[src/common/drt_pkg.sv]
// Shared constants and types of the dual reload timer.
package drt_pkg;

    // Register byte addresses on the internal I/O port.
    localparam logic [7:0] ADDR_CNT0_LO = 8'h0C; // Channel 0 count, low.
    localparam logic [7:0] ADDR_CNT0_HI = 8'h0D; // Channel 0 count, high.
    localparam logic [7:0] ADDR_RLD0_LO = 8'h0E; // Channel 0 reload, low.
    localparam logic [7:0] ADDR_RLD0_HI = 8'h0F; // Channel 0 reload, high.
    localparam logic [7:0] ADDR_CTRL    = 8'h10; // Control and status.
    localparam logic [7:0] ADDR_CNT1_LO = 8'h14; // Channel 1 count, low.
    localparam logic [7:0] ADDR_CNT1_HI = 8'h15; // Channel 1 count, high.
    localparam logic [7:0] ADDR_RLD1_LO = 8'h16; // Channel 1 reload, low.
    localparam logic [7:0] ADDR_RLD1_HI = 8'h17; // Channel 1 reload, high.

    // Field positions in the control and status register.
    localparam int unsigned POS_FLAG = 6; // Terminal flags, bits 7..6.
    localparam int unsigned POS_IE   = 4; // Interrupt enables, bits 5..4.
    localparam int unsigned POS_OC   = 2; // Output control, bits 3..2.
    localparam int unsigned POS_EN   = 0; // Count enables, bits 1..0.

    // Reset values.
    localparam logic [15:0] COUNT_RESET  = 16'hFFFF; // Count registers.
    localparam logic [15:0] RELOAD_RESET = 16'hFFFF; // Reload registers.
    localparam logic [1:0]  CTRL2_RESET  = 2'h0;     // Each 2-bit field.
    localparam logic [7:0]  HOLD_RESET   = 8'hFF;    // High-byte holder.
    localparam logic [7:0]  RDATA_RESET  = 8'h00;    // Read data port.

    // Timing: counters step once every this many system clocks.
    localparam int unsigned PRESCALE_DEFAULT = 20;

    // Modes of the shared pin, in the order of the output-control code.
    typedef enum logic [1:0] {
        WAVE_ADDR,
        WAVE_TOGGLE,
        WAVE_LOW,
        WAVE_HIGH
    } drt_wave_mode_e;

endpackage

[src/design/drt_wave.sv]
// Shared pin driver: address bit or channel 1 wave output.
`timescale 1ns/1ps

module drt_wave
(
    input  wire logic                    clk_sys_i,  // System clock.
    input  wire logic                    sys_rst_i,  // Async reset, high.
    input  wire drt_pkg::drt_wave_mode_e mode_i,     // Output control.
    input  wire logic                    term_i,     // Channel 1 hit zero.
    input  wire logic                    addr_bit_i, // CPU upper address.
    output logic                         pin_o,      // Shared pin level.
    output logic                         wave_sel_o  // Pin carries wave.
);
    import drt_pkg::*;

    logic wave_q;  // Timer output level.
    logic fresh_q; // No terminal count since the wave was selected.

    ////////////////////////////////////////////////////////////////////
    // Before the first terminal count the level simply follows the
    // programmed force value; afterwards it changes only on terminal
    // counts, so a mode change is applied at the next zero.
    always_ff @(posedge clk_sys_i or posedge sys_rst_i) begin
        if (sys_rst_i) begin
            wave_q  <= 1'b0;
            fresh_q <= 1'b1;
        end else if (mode_i == WAVE_ADDR) begin
            // Returning to the address function re-arms the follow.
            fresh_q <= 1'b1;
        end else if (term_i) begin
            fresh_q <= 1'b0;
            case (mode_i)
                WAVE_TOGGLE: wave_q <= ~wave_q;
                WAVE_LOW:    wave_q <= 1'b0;
                WAVE_HIGH:   wave_q <= 1'b1;
                default:     wave_q <= wave_q;
            endcase
        end else if (fresh_q) begin
            // Toggle mode keeps its level until the first zero.
            case (mode_i)
                WAVE_LOW:  wave_q <= 1'b0;
                WAVE_HIGH: wave_q <= 1'b1;
                default:   wave_q <= wave_q;
            endcase
        end
    end

    ////////////////////////////////////////////////////////////////////
    // Pin multiplexer, registered so the pin comes from a flip-flop.
    always_ff @(posedge clk_sys_i or posedge sys_rst_i) begin
        if (sys_rst_i) begin
            pin_o      <= 1'b0;
            wave_sel_o <= 1'b0;
        end else begin
            pin_o      <= (mode_i == WAVE_ADDR) ? addr_bit_i : wave_q;
            wave_sel_o <= (mode_i != WAVE_ADDR);
        end
    end
endmodule

[src/design/drt_top.sv]
// Dual 16-bit reload timer with byte registers and shared pin output.
`timescale 1ns/1ps

// Behaviour
// - Reload value per channel as two bytes.
// - Counter reaching zero loads reload value.
// - Decrement once per twenty clocks when enabled.
// - Terminal flag sets when counter reaches zero.
// - Flag clears after control read, count read.
// - Interrupt request when flag and enable set.
// - Counter holds while count enable is zero.
// - Output control selects address, toggle, low, high.
// - Reset clears control, counters all ones.
// - Low-byte read latches high byte for later.
// - Before first zero, pin follows programmed value.
module drt_top
#(
    parameter int unsigned PRESCALE_DIV = drt_pkg::PRESCALE_DEFAULT
)
(
    input  wire logic       clk_sys_i,  // System clock, 25 MHz.
    input  wire logic       sys_rst_i,  // Async reset, active high.
    input  wire logic [7:0] io_addr_i,  // I/O register address.
    input  wire logic       io_wr_i,    // One-cycle write strobe.
    input  wire logic       io_rd_i,    // One-cycle read strobe.
    input  wire logic [7:0] io_wdata_i, // Write data.
    input  wire logic       addr_bit_i, // CPU upper address bit.
    output logic      [7:0] io_rdata_o, // Read data, valid after strobe.
    output logic      [1:0] irq_o,      // Interrupt request per channel.
    output logic            upper_address_bit_o, // Shared pin level.
    output logic            wave_sel_o  // High while pin carries wave.
);
    import drt_pkg::*;

    localparam int unsigned PRE_W = $clog2(PRESCALE_DIV);
    localparam logic [PRE_W-1:0] PRE_LAST = PRE_W'(PRESCALE_DIV - 1);
    // Tick spacing less one, for the prescaler check below.
    localparam int               TICK_GAP = int'(PRESCALE_DIV) - 1;

    // Refuse a divider that cannot produce a periodic tick.
    if (PRESCALE_DIV < 2) begin : g_bad_div
        $error("PRESCALE_DIV must be at least 2.");
    end

    ////////////////////////////////////////////////////////////////////
    // Address decoding used by both channels; the read port decodes the addresses itself.
    // One function per byte keeps both channel decoders identical, so a
    // new address cannot be wired into one channel only.
    function automatic logic [7:0] cnt_lo_addr(input int ch);
        return (ch == 1) ? ADDR_CNT1_LO : ADDR_CNT0_LO;
    endfunction

    function automatic logic [7:0] cnt_hi_addr(input int ch);
        return (ch == 1) ? ADDR_CNT1_HI : ADDR_CNT0_HI;
    endfunction

    function automatic logic [7:0] rld_lo_addr(input int ch);
        return (ch == 1) ? ADDR_RLD1_LO : ADDR_RLD0_LO;
    endfunction

    function automatic logic [7:0] rld_hi_addr(input int ch);
        return (ch == 1) ? ADDR_RLD1_HI : ADDR_RLD0_HI;
    endfunction

    ////////////////////////////////////////////////////////////////////
    // State.
    logic [PRE_W-1:0] pre_q;          // Prescaler position.
    logic             tick;           // Last cycle of a prescaler period.
    logic [15:0]      count_q  [2];   // Down counters.
    logic [15:0]      reload_q [2];   // Reload values.
    logic [7:0]       hold_q   [2];   // High byte caught by low read.
    logic [1:0]       flag_q;         // Terminal flags.
    logic [1:0]       armed_q;        // Control read while flag was set.
    logic [1:0]       ie_q;           // Interrupt enables.
    logic [1:0]       oc_q;           // Output control code.
    logic [1:0]       en_q;           // Count enables.
    logic [1:0]       term;           // Counter steps to zero this cycle.
    logic             rd_ctrl;        // Control register read.
    logic             wr_ctrl;        // Control register write.

    assign tick    = (pre_q == PRE_LAST);
    assign rd_ctrl = io_rd_i && (io_addr_i == ADDR_CTRL);
    assign wr_ctrl = io_wr_i && (io_addr_i == ADDR_CTRL);

    ////////////////////////////////////////////////////////////////////
    // Prescaler: one tick every PRESCALE_DIV clocks, free running so
    // that the first step after an enable may come early by up to one
    // period; that is the cost of sharing one divider.
    always_ff @(posedge clk_sys_i or posedge sys_rst_i) begin
        if (sys_rst_i) begin
            pre_q <= '0;
        end else if (tick) begin
            pre_q <= '0;
        end else begin
            pre_q <= pre_q + PRE_W'(1);
        end
    end

    ////////////////////////////////////////////////////////////////////
    // Control fields that software writes.
    always_ff @(posedge clk_sys_i or posedge sys_rst_i) begin
        if (sys_rst_i) begin
            ie_q <= CTRL2_RESET;
            oc_q <= CTRL2_RESET;
            en_q <= CTRL2_RESET;
        end else if (wr_ctrl) begin
            // The flag bits are read only; written values are dropped.
            ie_q <= io_wdata_i[POS_IE +: 2];
            oc_q <= io_wdata_i[POS_OC +: 2];
            en_q <= io_wdata_i[POS_EN +: 2];
        end
    end

    ////////////////////////////////////////////////////////////////////
    // The two channels.
    for (genvar ch = 0; ch < 2; ch++) begin : g_ch
        logic wr_cnt_lo; // Count low byte write.
        logic wr_cnt_hi; // Count high byte write.
        logic rd_cnt_lo; // Count low byte read.
        logic rd_cnt_hi; // Count high byte read.
        logic wr_rld_lo; // Reload low byte write.
        logic wr_rld_hi; // Reload high byte write.

        assign wr_cnt_lo = io_wr_i && (io_addr_i == cnt_lo_addr(ch));
        assign wr_cnt_hi = io_wr_i && (io_addr_i == cnt_hi_addr(ch));
        assign rd_cnt_lo = io_rd_i && (io_addr_i == cnt_lo_addr(ch));
        assign rd_cnt_hi = io_rd_i && (io_addr_i == cnt_hi_addr(ch));
        assign wr_rld_lo = io_wr_i && (io_addr_i == rld_lo_addr(ch));
        assign wr_rld_hi = io_wr_i && (io_addr_i == rld_hi_addr(ch));

        // A step from one to zero is the terminal count.
        assign term[ch] = tick && en_q[ch] && (count_q[ch] == 16'h0001);

        // Down counter. Counting wins over a byte write: software must
        // stop the channel before writing, or the write may be lost.
        always_ff @(posedge clk_sys_i or posedge sys_rst_i) begin
            if (sys_rst_i) begin
                count_q[ch] <= COUNT_RESET;
            end else if (term[ch]) begin
                count_q[ch] <= reload_q[ch];
            end else if (tick && en_q[ch]) begin
                count_q[ch] <= count_q[ch] - 16'h0001;
            end else if (wr_cnt_lo) begin
                count_q[ch][7:0] <= io_wdata_i;
            end else if (wr_cnt_hi) begin
                count_q[ch][15:8] <= io_wdata_i;
            end
        end

        // Reload value, written a byte at a time.
        always_ff @(posedge clk_sys_i or posedge sys_rst_i) begin
            if (sys_rst_i) begin
                reload_q[ch] <= RELOAD_RESET;
            end else if (wr_rld_lo) begin
                reload_q[ch][7:0] <= io_wdata_i;
            end else if (wr_rld_hi) begin
                reload_q[ch][15:8] <= io_wdata_i;
            end
        end

        // High byte holder: a low read snapshots the high byte so the
        // pair stays coherent while the counter runs.
        always_ff @(posedge clk_sys_i or posedge sys_rst_i) begin
            if (sys_rst_i) begin
                hold_q[ch] <= HOLD_RESET;
            end else if (rd_cnt_lo) begin
                hold_q[ch] <= count_q[ch][15:8];
            end
        end

        // Terminal flag with two-step clear; a new terminal count in
        // the clearing cycle wins, so no event is lost.
        always_ff @(posedge clk_sys_i or posedge sys_rst_i) begin
            if (sys_rst_i) begin
                flag_q[ch]  <= 1'b0;
                armed_q[ch] <= 1'b0;
            end else begin
                if (term[ch]) begin
                    flag_q[ch] <= 1'b1;
                end else if (armed_q[ch] && (rd_cnt_lo || rd_cnt_hi)) begin
                    flag_q[ch] <= 1'b0;
                end
                // Only a control read that saw the flag arms the clear.
                if (rd_ctrl && flag_q[ch]) begin
                    armed_q[ch] <= 1'b1;
                end else if (rd_cnt_lo || rd_cnt_hi) begin
                    armed_q[ch] <= 1'b0;
                end
            end
        end

        // Interrupt request, one cycle behind the flag.
        always_ff @(posedge clk_sys_i or posedge sys_rst_i) begin
            if (sys_rst_i) begin
                irq_o[ch] <= 1'b0;
            end else begin
                irq_o[ch] <= flag_q[ch] && ie_q[ch];
            end
        end

    end

    ////////////////////////////////////////////////////////////////////
    // Read port: data is registered on the strobe and then holds.
    // Reads have side effects (holder load, flag clear), so the data is
    // taken once on the strobe and never decoded again afterwards.
    // Unmapped addresses read as zero.
    always_ff @(posedge clk_sys_i or posedge sys_rst_i) begin
        if (sys_rst_i) begin
            io_rdata_o <= RDATA_RESET;
        end else if (io_rd_i) begin
            case (io_addr_i)
                ADDR_CNT0_LO: io_rdata_o <= count_q[0][7:0];
                ADDR_CNT0_HI: io_rdata_o <= hold_q[0];
                ADDR_RLD0_LO: io_rdata_o <= reload_q[0][7:0];
                ADDR_RLD0_HI: io_rdata_o <= reload_q[0][15:8];
                ADDR_CTRL:    io_rdata_o <= {flag_q, ie_q, oc_q, en_q};
                ADDR_CNT1_LO: io_rdata_o <= count_q[1][7:0];
                ADDR_CNT1_HI: io_rdata_o <= hold_q[1];
                ADDR_RLD1_LO: io_rdata_o <= reload_q[1][7:0];
                ADDR_RLD1_HI: io_rdata_o <= reload_q[1][15:8];
                default:      io_rdata_o <= RDATA_RESET;
            endcase
        end
    end

    ////////////////////////////////////////////////////////////////////
    // Shared pin, driven by channel 1 terminal counts.
    drt_wave u_wave (
        .clk_sys_i  (clk_sys_i),
        .sys_rst_i  (sys_rst_i),
        .mode_i     (drt_wave_mode_e'(oc_q)),
        .term_i     (term[1]),
        .addr_bit_i (addr_bit_i),
        .pin_o      (upper_address_bit_o),
        .wave_sel_o (wave_sel_o)
    );
endmodule

[config.mk]
export PLATFORM = sky130hd
export DESIGN_NAME = drt_top
export DESIGN_NICKNAME = d
export VERILOG_FILES = /design/src/common/drt_pkg.sv /design/src/design/drt_wave.sv /design/src/design/drt_top.sv
export SDC_FILE = /design/constraint.sdc
export NUM_CORES = 1
export LEC_CHECK = 0
export BUFFER_PORTS_ARGS = -buffer_cell sky130_fd_sc_hd__buf_2
export CORE_UTILIZATION = 40
export CTS_BUF_LIST = sky130_fd_sc_hd__clkbuf_8
export DETAILED_ROUTE_END_ITERATION = 10
export HOLD_SLACK_MARGIN = 0.12
export MAX_ROUTING_LAYER = met4
export PLACE_DENSITY = 0.6
export SYNTH_ARGS = -nofsm -noshare
export SYNTH_HDL_FRONTEND = slang
export SYNTH_HIERARCHICAL = 1
export SYNTH_SLANG_ARGS = --single-unit
[constraint.sdc]
create_clock -name clk_sys_i -period 4.3 [get_ports clk_sys_i]
set_input_delay 0.86 -clock clk_sys_i [delete_from_list [all_inputs] [get_ports clk_sys_i]]
set_output_delay 0.86 -clock clk_sys_i [all_outputs]
set_load 0.02 [all_outputs]
==> results by group, run 1 <==
Global routing
  – First-pass GRT wire length: 27100 microns
  – Initial antenna violation count: 0
  – Grt ovf: 0
  – Largest net degree at the start of global routing: slightly above 80
  – Vias in the first global route: 4619
  – GRT Util Overall: 0.232

Layout
  – Share of layout cells above drive strength 1: 0.365
  – Nets: 627
  – Synthesis-to-layout area growth: 8.41%
  – Inserted Diodes: 0

Critical path
  – Flop-to-flop setup slack: 1370 ps
  – Crit path max-delay cell type: dfstp_2
  – WP data required: 4600 ps
  – Worst setup SP type: flip-flop
  – CP peak stage delay: 620 ps
  – RR Endpoint: count_q[18]
  – Critical path buffers and inverters: 1
  – Critical Path AT: 3230 ps
  – Worst R2R Path Depth: 7
  – Worst Path Max Fanout: 11
  – Family with the most delay on the worst path: simple AND/OR/NAND/NOR gates
  – Reg-to-reg startpoint: count_q[16]
  – Critical path type: reg2reg
  – Critical-path cell list: ha_1 > nor3b_1 > nand3_1 > nor3_2 > buf_4 > mux2i_1 > o21ai_0
  – Crit end category: flip-flop

Clock network
  – Clock Tree Root: clkbuf_8
  – Clock sinks: 109
  – Clock transition at path regs: 110 ps
  – Max clock buf depth: 2
  – CTS H-tree lvls: 3
  – PostCTS Resize Cnt: 0
  – Post-CTS Hold Buffers: 0
  – CTS tree: yes
  – Num CTS Buffers: 9
  – Post-CTS Setup Repair Bufs: 0
  – Clock latency on the worst-skew pair: between 400 and 500 ps

Placed design
  – Placer Congestion: 0.911
  – Final HPWL DP: 11800 microns
  – # port buffers: 32

Synth
  – Post-Syn Area: 6100 sq um
  – Seq cells post-synth: around 110
  – Sequential area share after synthesis: 0.464
  – Post-synthesis net count: 606
  – YS warnings: 6
  – Dominant synthesized flop cell: dfstp_2
  – Yosys cell types: 63
  – Async SR Flop Fraction: 1.00
  – Syn Area/Cell: 10.5 sq um
  – Synth Instances: 580
  – Number of synthesized flops with an enable pin: 0

Power
  – PwrDens: 321 nW/um^2
  – Pleak: 2.70 nW
  – Peak supply drop: 0.169 mV
  – Power, Total: 2.12 mW

STA
  – Worst slew pin tran: 1130 ps
  – Fin crit period: 2930 ps
  – Final Cycle Share: 0.681
  – Worst slew margin: 0.246
  – Sum Neg Setup Slack: 0 ps
  – Endpoints failing hold: 0
  – Hold Worst Slack: 352 ps
  – Slew Viols, Final: 0
  – Setup violators final: 0
  – Fmax achieved: 0.342 GHz
  – Setup repair after global routing missed its margin: false
  – Clock skew: 17.8 ps

Floorplanning
  – Die width: 125 microns
  – Row cnt: 44
  – Starting Density: 0.415
  – Core area: ~15000 sq um
  – IO Count: 33
  – Die Ht: about 130 microns
  – Die Footprint: 15700 sq um

Route
  – # DRC: 3
  – Vias per cell: around 6.1
  – TritonRoute pass-1 iters: 8
  – Final WL: 16900 microns
  – Average wire per standard cell: ~21 microns
  – Antenna viol nets, final: 0
  – Vias post-DR: 4828
  – Starting DRT DRC Count: 456

Run status
  – Status: finished with violations
  – Failing checks: DRC

Worst hold path
  – HP Class: in2async

Run
  – Max-cap violation count: 0
## cell usage in the layout (no fill, tap or decap), types with 7 or more instances in the layout
cell type and n:
a211oi_1 11, inv_1 11, nand2_1 46, mux2_2 49, buf_4 7, dfrtp_1 28
xor2_1 8, o21ai_0 43, nor2_1 54, a21oi_1 44, mux2i_1 9, a221oi_1 7
clkbuf_8 9, dfstp_2 81, nand3_1 15, nor3_1 17, mux4_2 10, buf_2 32
a31oi_1 10, mux2_4 9
## routing by layer
layer	global-route usage	share of wire
met4	0.0782	0.018
met1	0.337	0.47
met5	-	0
met3	0.0385	0.069
met2	0.325	0.44
## worst max-delay path by stage
stage,startpoint,end,slack [ps],cells after the start
after CTS,count_q[16],count_q[18],1470,7
after floorplan,sys_rst_i,armed_q[0],810,1
after detailed placement,io_addr_i[5],count_q[0],1190,7
final,count_q[16],count_q[18],1370,7
after global routing,count_q[16],count_q[18],1270,7
after global placement,io_addr_i[5],count_q[0],1190,7
## report_power, final
| part | internal (mW) | switching, mW |
|---|---|---|
| combinational | 0.105 | 0.138 |
| sequential | 1.12 | 0.0725 |
| clock | 0.284 | 0.402 |
| total | 1.51 | 0.613 |
## per-stage QoR
| step | area [sq um] | cells | util | setup slack [ps] |
|---|---|---|---|---|
| 2_1_floorplan | 6100 | 580 | - | 812 |
| 3_3_place_gp | 6400 | 774 | 0.435 | 1190 |
| 3_5_place_dp | 6400 | 774 | 0.435 | 1190 |
| 4_1_cts | 6610 | 790 | 0.450 | 1470 |
| 5_1_grt | 6610 | 790 | 0.450 | 1270 |
| 6_report | 6610 | 790 | 0.450 | 1370 |
## layout make-up
type	count	area [sq um]
clock buffer	9	124
clock inverter	7	88.8
fill	1388	8090
inverter	12	47.5
multi-input combinational	430	3080
sequential	109	2830
tap	184	230
timing repair buffer	39	213
## state kept, by name, indices dropped and copies added (netlist names)
name / cells
u_wave/fresh_q: 1
oc_q: 2
io_rdata_o: 8
flag_q: 2
irq_o: 2
en_q: 2
hold_q: 16
u_wave/wave_sel_o: 1
reload_q: 32
u_wave/pin_o: 1
count_q: 32
ie_q: 2
pre_q: 5
u_wave/wave_q: 1
armed_q: 2
## synthesized netlist by cell type, drive strengths merged, types with 9 or more instances
cell    number  area share
buf         16       0.016
dfrtp       28        0.11
dfstp       81        0.35
a21oi       44       0.036
mux2        58        0.11
mux2i        9       0.015
mux4        10       0.037
a31oi       10       0.010
nor2        55       0.034
inv         12      0.0074
o21ai       43       0.035
nand3       16       0.014
a211oi      12       0.016
nor3        20       0.019
nand2       47       0.029
clkbuf      13      0.0080
## cells by family after synthesis
family | after synthesis | synth area share
buffers and inverters | 41 | 0.0312
DFF | 109 | 0.464
xor gates and xnor gates | 14 | 0.0201
AOI/OAI and AO/OA | 150 | 0.156
adders and majority gates | 5 | 0.0103
and+or+nand+nor | 184 | 0.154
muxes | 77 | 0.164
No activity file was read; power rests on OpenSTA's default activity.
==> run 2: changes to the inputs <==
ABC_AREA = 1   (was default)
clock period = 3 ns   (was 4.3 ns; I/O delays follow)
==> run 2 against run 1 <==
Compared with the run above:
- the flow now finishes without violations
- worst setup slack worse by 370 ps
- global-route usage rose by 0.11 points
- die area increased by 11%
- synthesized cell count is 67% higher
- worst hold slack improved by 68 ps
- final cell count increased by 54%
- critical path depth is 4 higher
- clock-buffer cell count stayed put
- critical path type unchanged
- largest cell class unchanged
==> results by group, run 2 <==
Synth
  – Synth cell count leaders: nand2_1 (330), nor2_1 (125), nand3_1 (122)
  – Sequential area share after synthesis: 0.417 (-0.0468)
  – Post-synth top area share: 0.314 (-0.0352)
  – Syn Area/Cell: 7.02 sq um (-33%)
  – Count leader, synth: nand2_1
  – Synth Instances: 967 (+67%)
  – Dominant synthesized flop cell: dfstp_2
  – Area leader, netlist: dfstp_2
  – Number of synthesized flops with an enable pin: 0 (unchanged)
  – Ranking of synthesized cells by area: dfstp_2 (31%), nand2_1 (18%), dfrtp_1 (10%), nand3_1 (9.0%), nor2_1 (6.9%)
  – Post-synthesis net count: 993 (+64%)
  – Post-Syn Area: 6780 sq um (+11%)
  – Async SR Flop Fraction: 1.00 (unchanged)
  – YS warnings: 6 (unchanged)
  – Yosys cell types: 33 (-48%)
  – Seq cells post-synth: 109 (unchanged)

Global routing
  – Largest net degree at the start of global routing: 81 (-1.2%)
  – First-pass GRT wire length: 30400 microns (+12%)
  – Vias in the first global route: 5562 (+20%)
  – GRT Util Overall: 0.233 (+0.00111)
  – Grt ovf: 0 (unchanged)
  – Initial antenna violation count: 0 (unchanged)

Run
  – Max-cap violation count: 0 (unchanged)

Layout
  – Nets: 1014 (+62%)
  – Share of layout cells above drive strength 1: 0.191 (-0.173)
  – Biggest regs: count_q (32), reload_q (32), hold_q (16)
  – Final Instance Area: 7270 sq um (+9.9%)
  – Register area: 2830 sq um (unchanged)
  – Inserted Diodes: 0 (unchanged)
  – Fin util: 0.438 (-0.0115)
  – Most frequent cells in the layout: nand2_1 (330), nor2_1 (125), nand3_1 (122)
  – Synthesis-to-layout area growth: 7.16%
  – Multi-input logic area: 3380 sq um (+9.6%)
  – Most common cell after layout, fill and taps aside: nand2_1
  – Final Non-Filler Cells: 1213 (+54%)
  – Fillers: 1816 (+31%)

STA
  – Hold Worst Slack: 420 ps (+67.9 ps)
  – Sum Neg Setup Slack: 0 ps (unchanged)
  – Final WS setup: 1010 ps (-366 ps)
  – Setup violators final: 0 (unchanged)
  – Worst slew margin: 0.568 (+0.322)
  – Clock skew: 15.1 ps (-2.68 ps)
  – Final Cycle Share: 0.664 (-0.0163)
  – Fmax achieved: 0.502 GHz (+47%)
  – Slew Viols, Final: 0 (unchanged)
  – Setup repair after global routing missed its margin: false
  – Fin crit period: 1990 ps (-934 ps)
  – Worst slew pin tran: 648 ps (-479 ps)
  – Endpoints failing hold: 0 (unchanged)

Floorplanning
  – Starting Density: 0.409 (-0.00588)
  – Die Footprint: 17500 sq um (+11%)
  – Core area: 16600 sq um (+13%)
  – Die width: 132 microns (+5.4%)
  – IO Count: 33 (unchanged)
  – Die Ht: 132 microns (+5.4%)
  – Row cnt: 47 (+6.8%)

Power
  – PwrDens: 415 nW/um^2 (+29%)
  – Peak supply drop: 0.204 mV (+20%)
  – Clock power frac: 0.286 (-0.037)
  – Power, Total: 3.02 mW (+42%)
  – P_int: 2.06 mW (+37%)
  – Pleak: 3.61 nW (+34%)
  – Sw Pwr: 953 uW (+55%)
  – Comb power frac: 0.135 (+0.021)
  – Reg power frac: 0.580 (+0.018)
  – Sw frac: 0.316 (+0.0271)

Clock network
  – Clock sinks: 109 (unchanged)
  – Post-CTS Setup Repair Bufs: 0 (unchanged)
  – Num CTS Buffers: 9 (unchanged)
  – Clock Tree Root: clkbuf_8
  – CTS H-tree lvls: 3 (unchanged)
  – Max clock buf depth: 2 (unchanged)
  – Clock latency on the worst-skew pair: 410 ps (about the same)
  – CTS tree: yes
  – Post-CTS Hold Buffers: 1 (+1)
  – PostCTS Resize Cnt: 0 (unchanged)
  – Clock transition at path regs: 110 ps (about the same)

Run status
  – Status: completed

Critical path
  – Reg-to-reg startpoint: pre_q[0]
  – Worst Path Max Fanout: 18 (+7)
  – Critical-path cell list: ha_1 > nand2_1 > inv_1 > nand2_2 > nor2_8 > inv_2 > nand2_2 > inv_2 > nor2_1 > nand2_1 > o21ai_0
  – Worst setup SP type: flip-flop
  – Critical Path AT: 2320 ps (-910 ps)
  – Family with the most delay on the worst path: simple AND/OR/NAND/NOR gates
  – CP peak stage delay: 380 ps (-240 ps)
  – Critical path buffers and inverters: 3 (+2)
  – RR Endpoint: count_q[29]
  – Worst R2R Path Depth: 11 (+4)
  – WP data required: 3330 ps (-1270 ps)
  – Crit path max-delay cell type: dfrtp_1
  – Critical path type: reg2reg
  – Flop-to-flop setup slack: 1010 ps (-370 ps)
  – Crit end category: flip-flop

Route
  – Starting DRT DRC Count: 478 (+4.8%)
  – Vias per cell: 5.06 (-17%)
  – DR top layer: met4
  – Met2 WL: 8180 microns (+11%)
  – Antenna viol nets, final: 0 (unchanged)
  – Vias post-DR: 6137 (+27%)
  – Final WL: 18900 microns (+12%)
  – TritonRoute pass-1 iters: 5 (-3)
  – Average wire per standard cell: 15.6 microns (-27%)
  – # DRC: 0 (-3)
  – Met3 Wirelength: 1280 microns (+10%)
  – Routed met1 length: 9150 microns (+14%)

Worst hold path
  – Sink of the worst hold path: u_wave/pin_o
  – Worst hold start: addr_bit_i
  – HP Class: in2reg
  – Hold Crit Depth: 3

Placed design
  – # port buffers: 32 (unchanged)
  – Placed instance area: 7080 sq um (+11%)
  – Final HPWL DP: 14300 microns (+22%)
  – Dpl cells: 1196 (+55%)
  – Place WS: 753 ps (-438 ps)
  – Placer Congestion: 0.907 (-0.44%)
-- run 2: cells by family (layout without fill, tap and decap cells) --
family          Yosys count  after routing  share of synthesized area
simple gates            629            629                      0.414
buf+inv                 131            157                     0.0854
flops                   109            109                      0.417
compound gates           88             88                     0.0679
fa+ha+maj                 5              5                    0.00922
xor+xnor                  5              5                    0.00646
-- run 2: how the worst max path moves through the flow --
stage | from | to | slack (ps) | cells past startpoint
after CTS | pre_q[0] | count_q[29] | 990 | 11
final | pre_q[0] | count_q[29] | 1010 | 11
after global routing | pre_q[0] | count_q[29] | 800 | 11
after floorplan | sys_rst_i | armed_q[0] | 1210 | 1
after global placement | io_addr_i[6] | io_rdata_o[5] | 760 | 11
after detailed placement | io_addr_i[6] | io_rdata_o[5] | 750 | 11
-- run 2: worst min-delay path: stages --
cell	delay [ps]
buf_2	80
nand3_1	60
nand2_1	60
-- run 2: layer usage --
metal	GRT usage	up-vias
met2	0.337	174
met5	-	-
met3	0.0377	20
met4	0.0722	0
li1	-	3102
met1	0.332	2841
-- run 2: cell type report --
type                    count  area share
multi-input cells         727       0.464
inverters                 102      0.0532
well taps                 220      0.0379
flip-flops and latches    109       0.389
clock inverters             7     0.00706
clock buffers               9      0.0170
repair buffers             39      0.0313
-- run 2: power by group through the flow --
stage	logic (mW)	clock network, mW	registers, mW
after floorplan	0.294	0	1.73
after global placement	0.403	0	1.77
after detailed placement	0.408	0	1.77
after CTS	0.409	0.884	1.75
after global routing	0.468	0.934	1.77
final	0.407	0.863	1.75
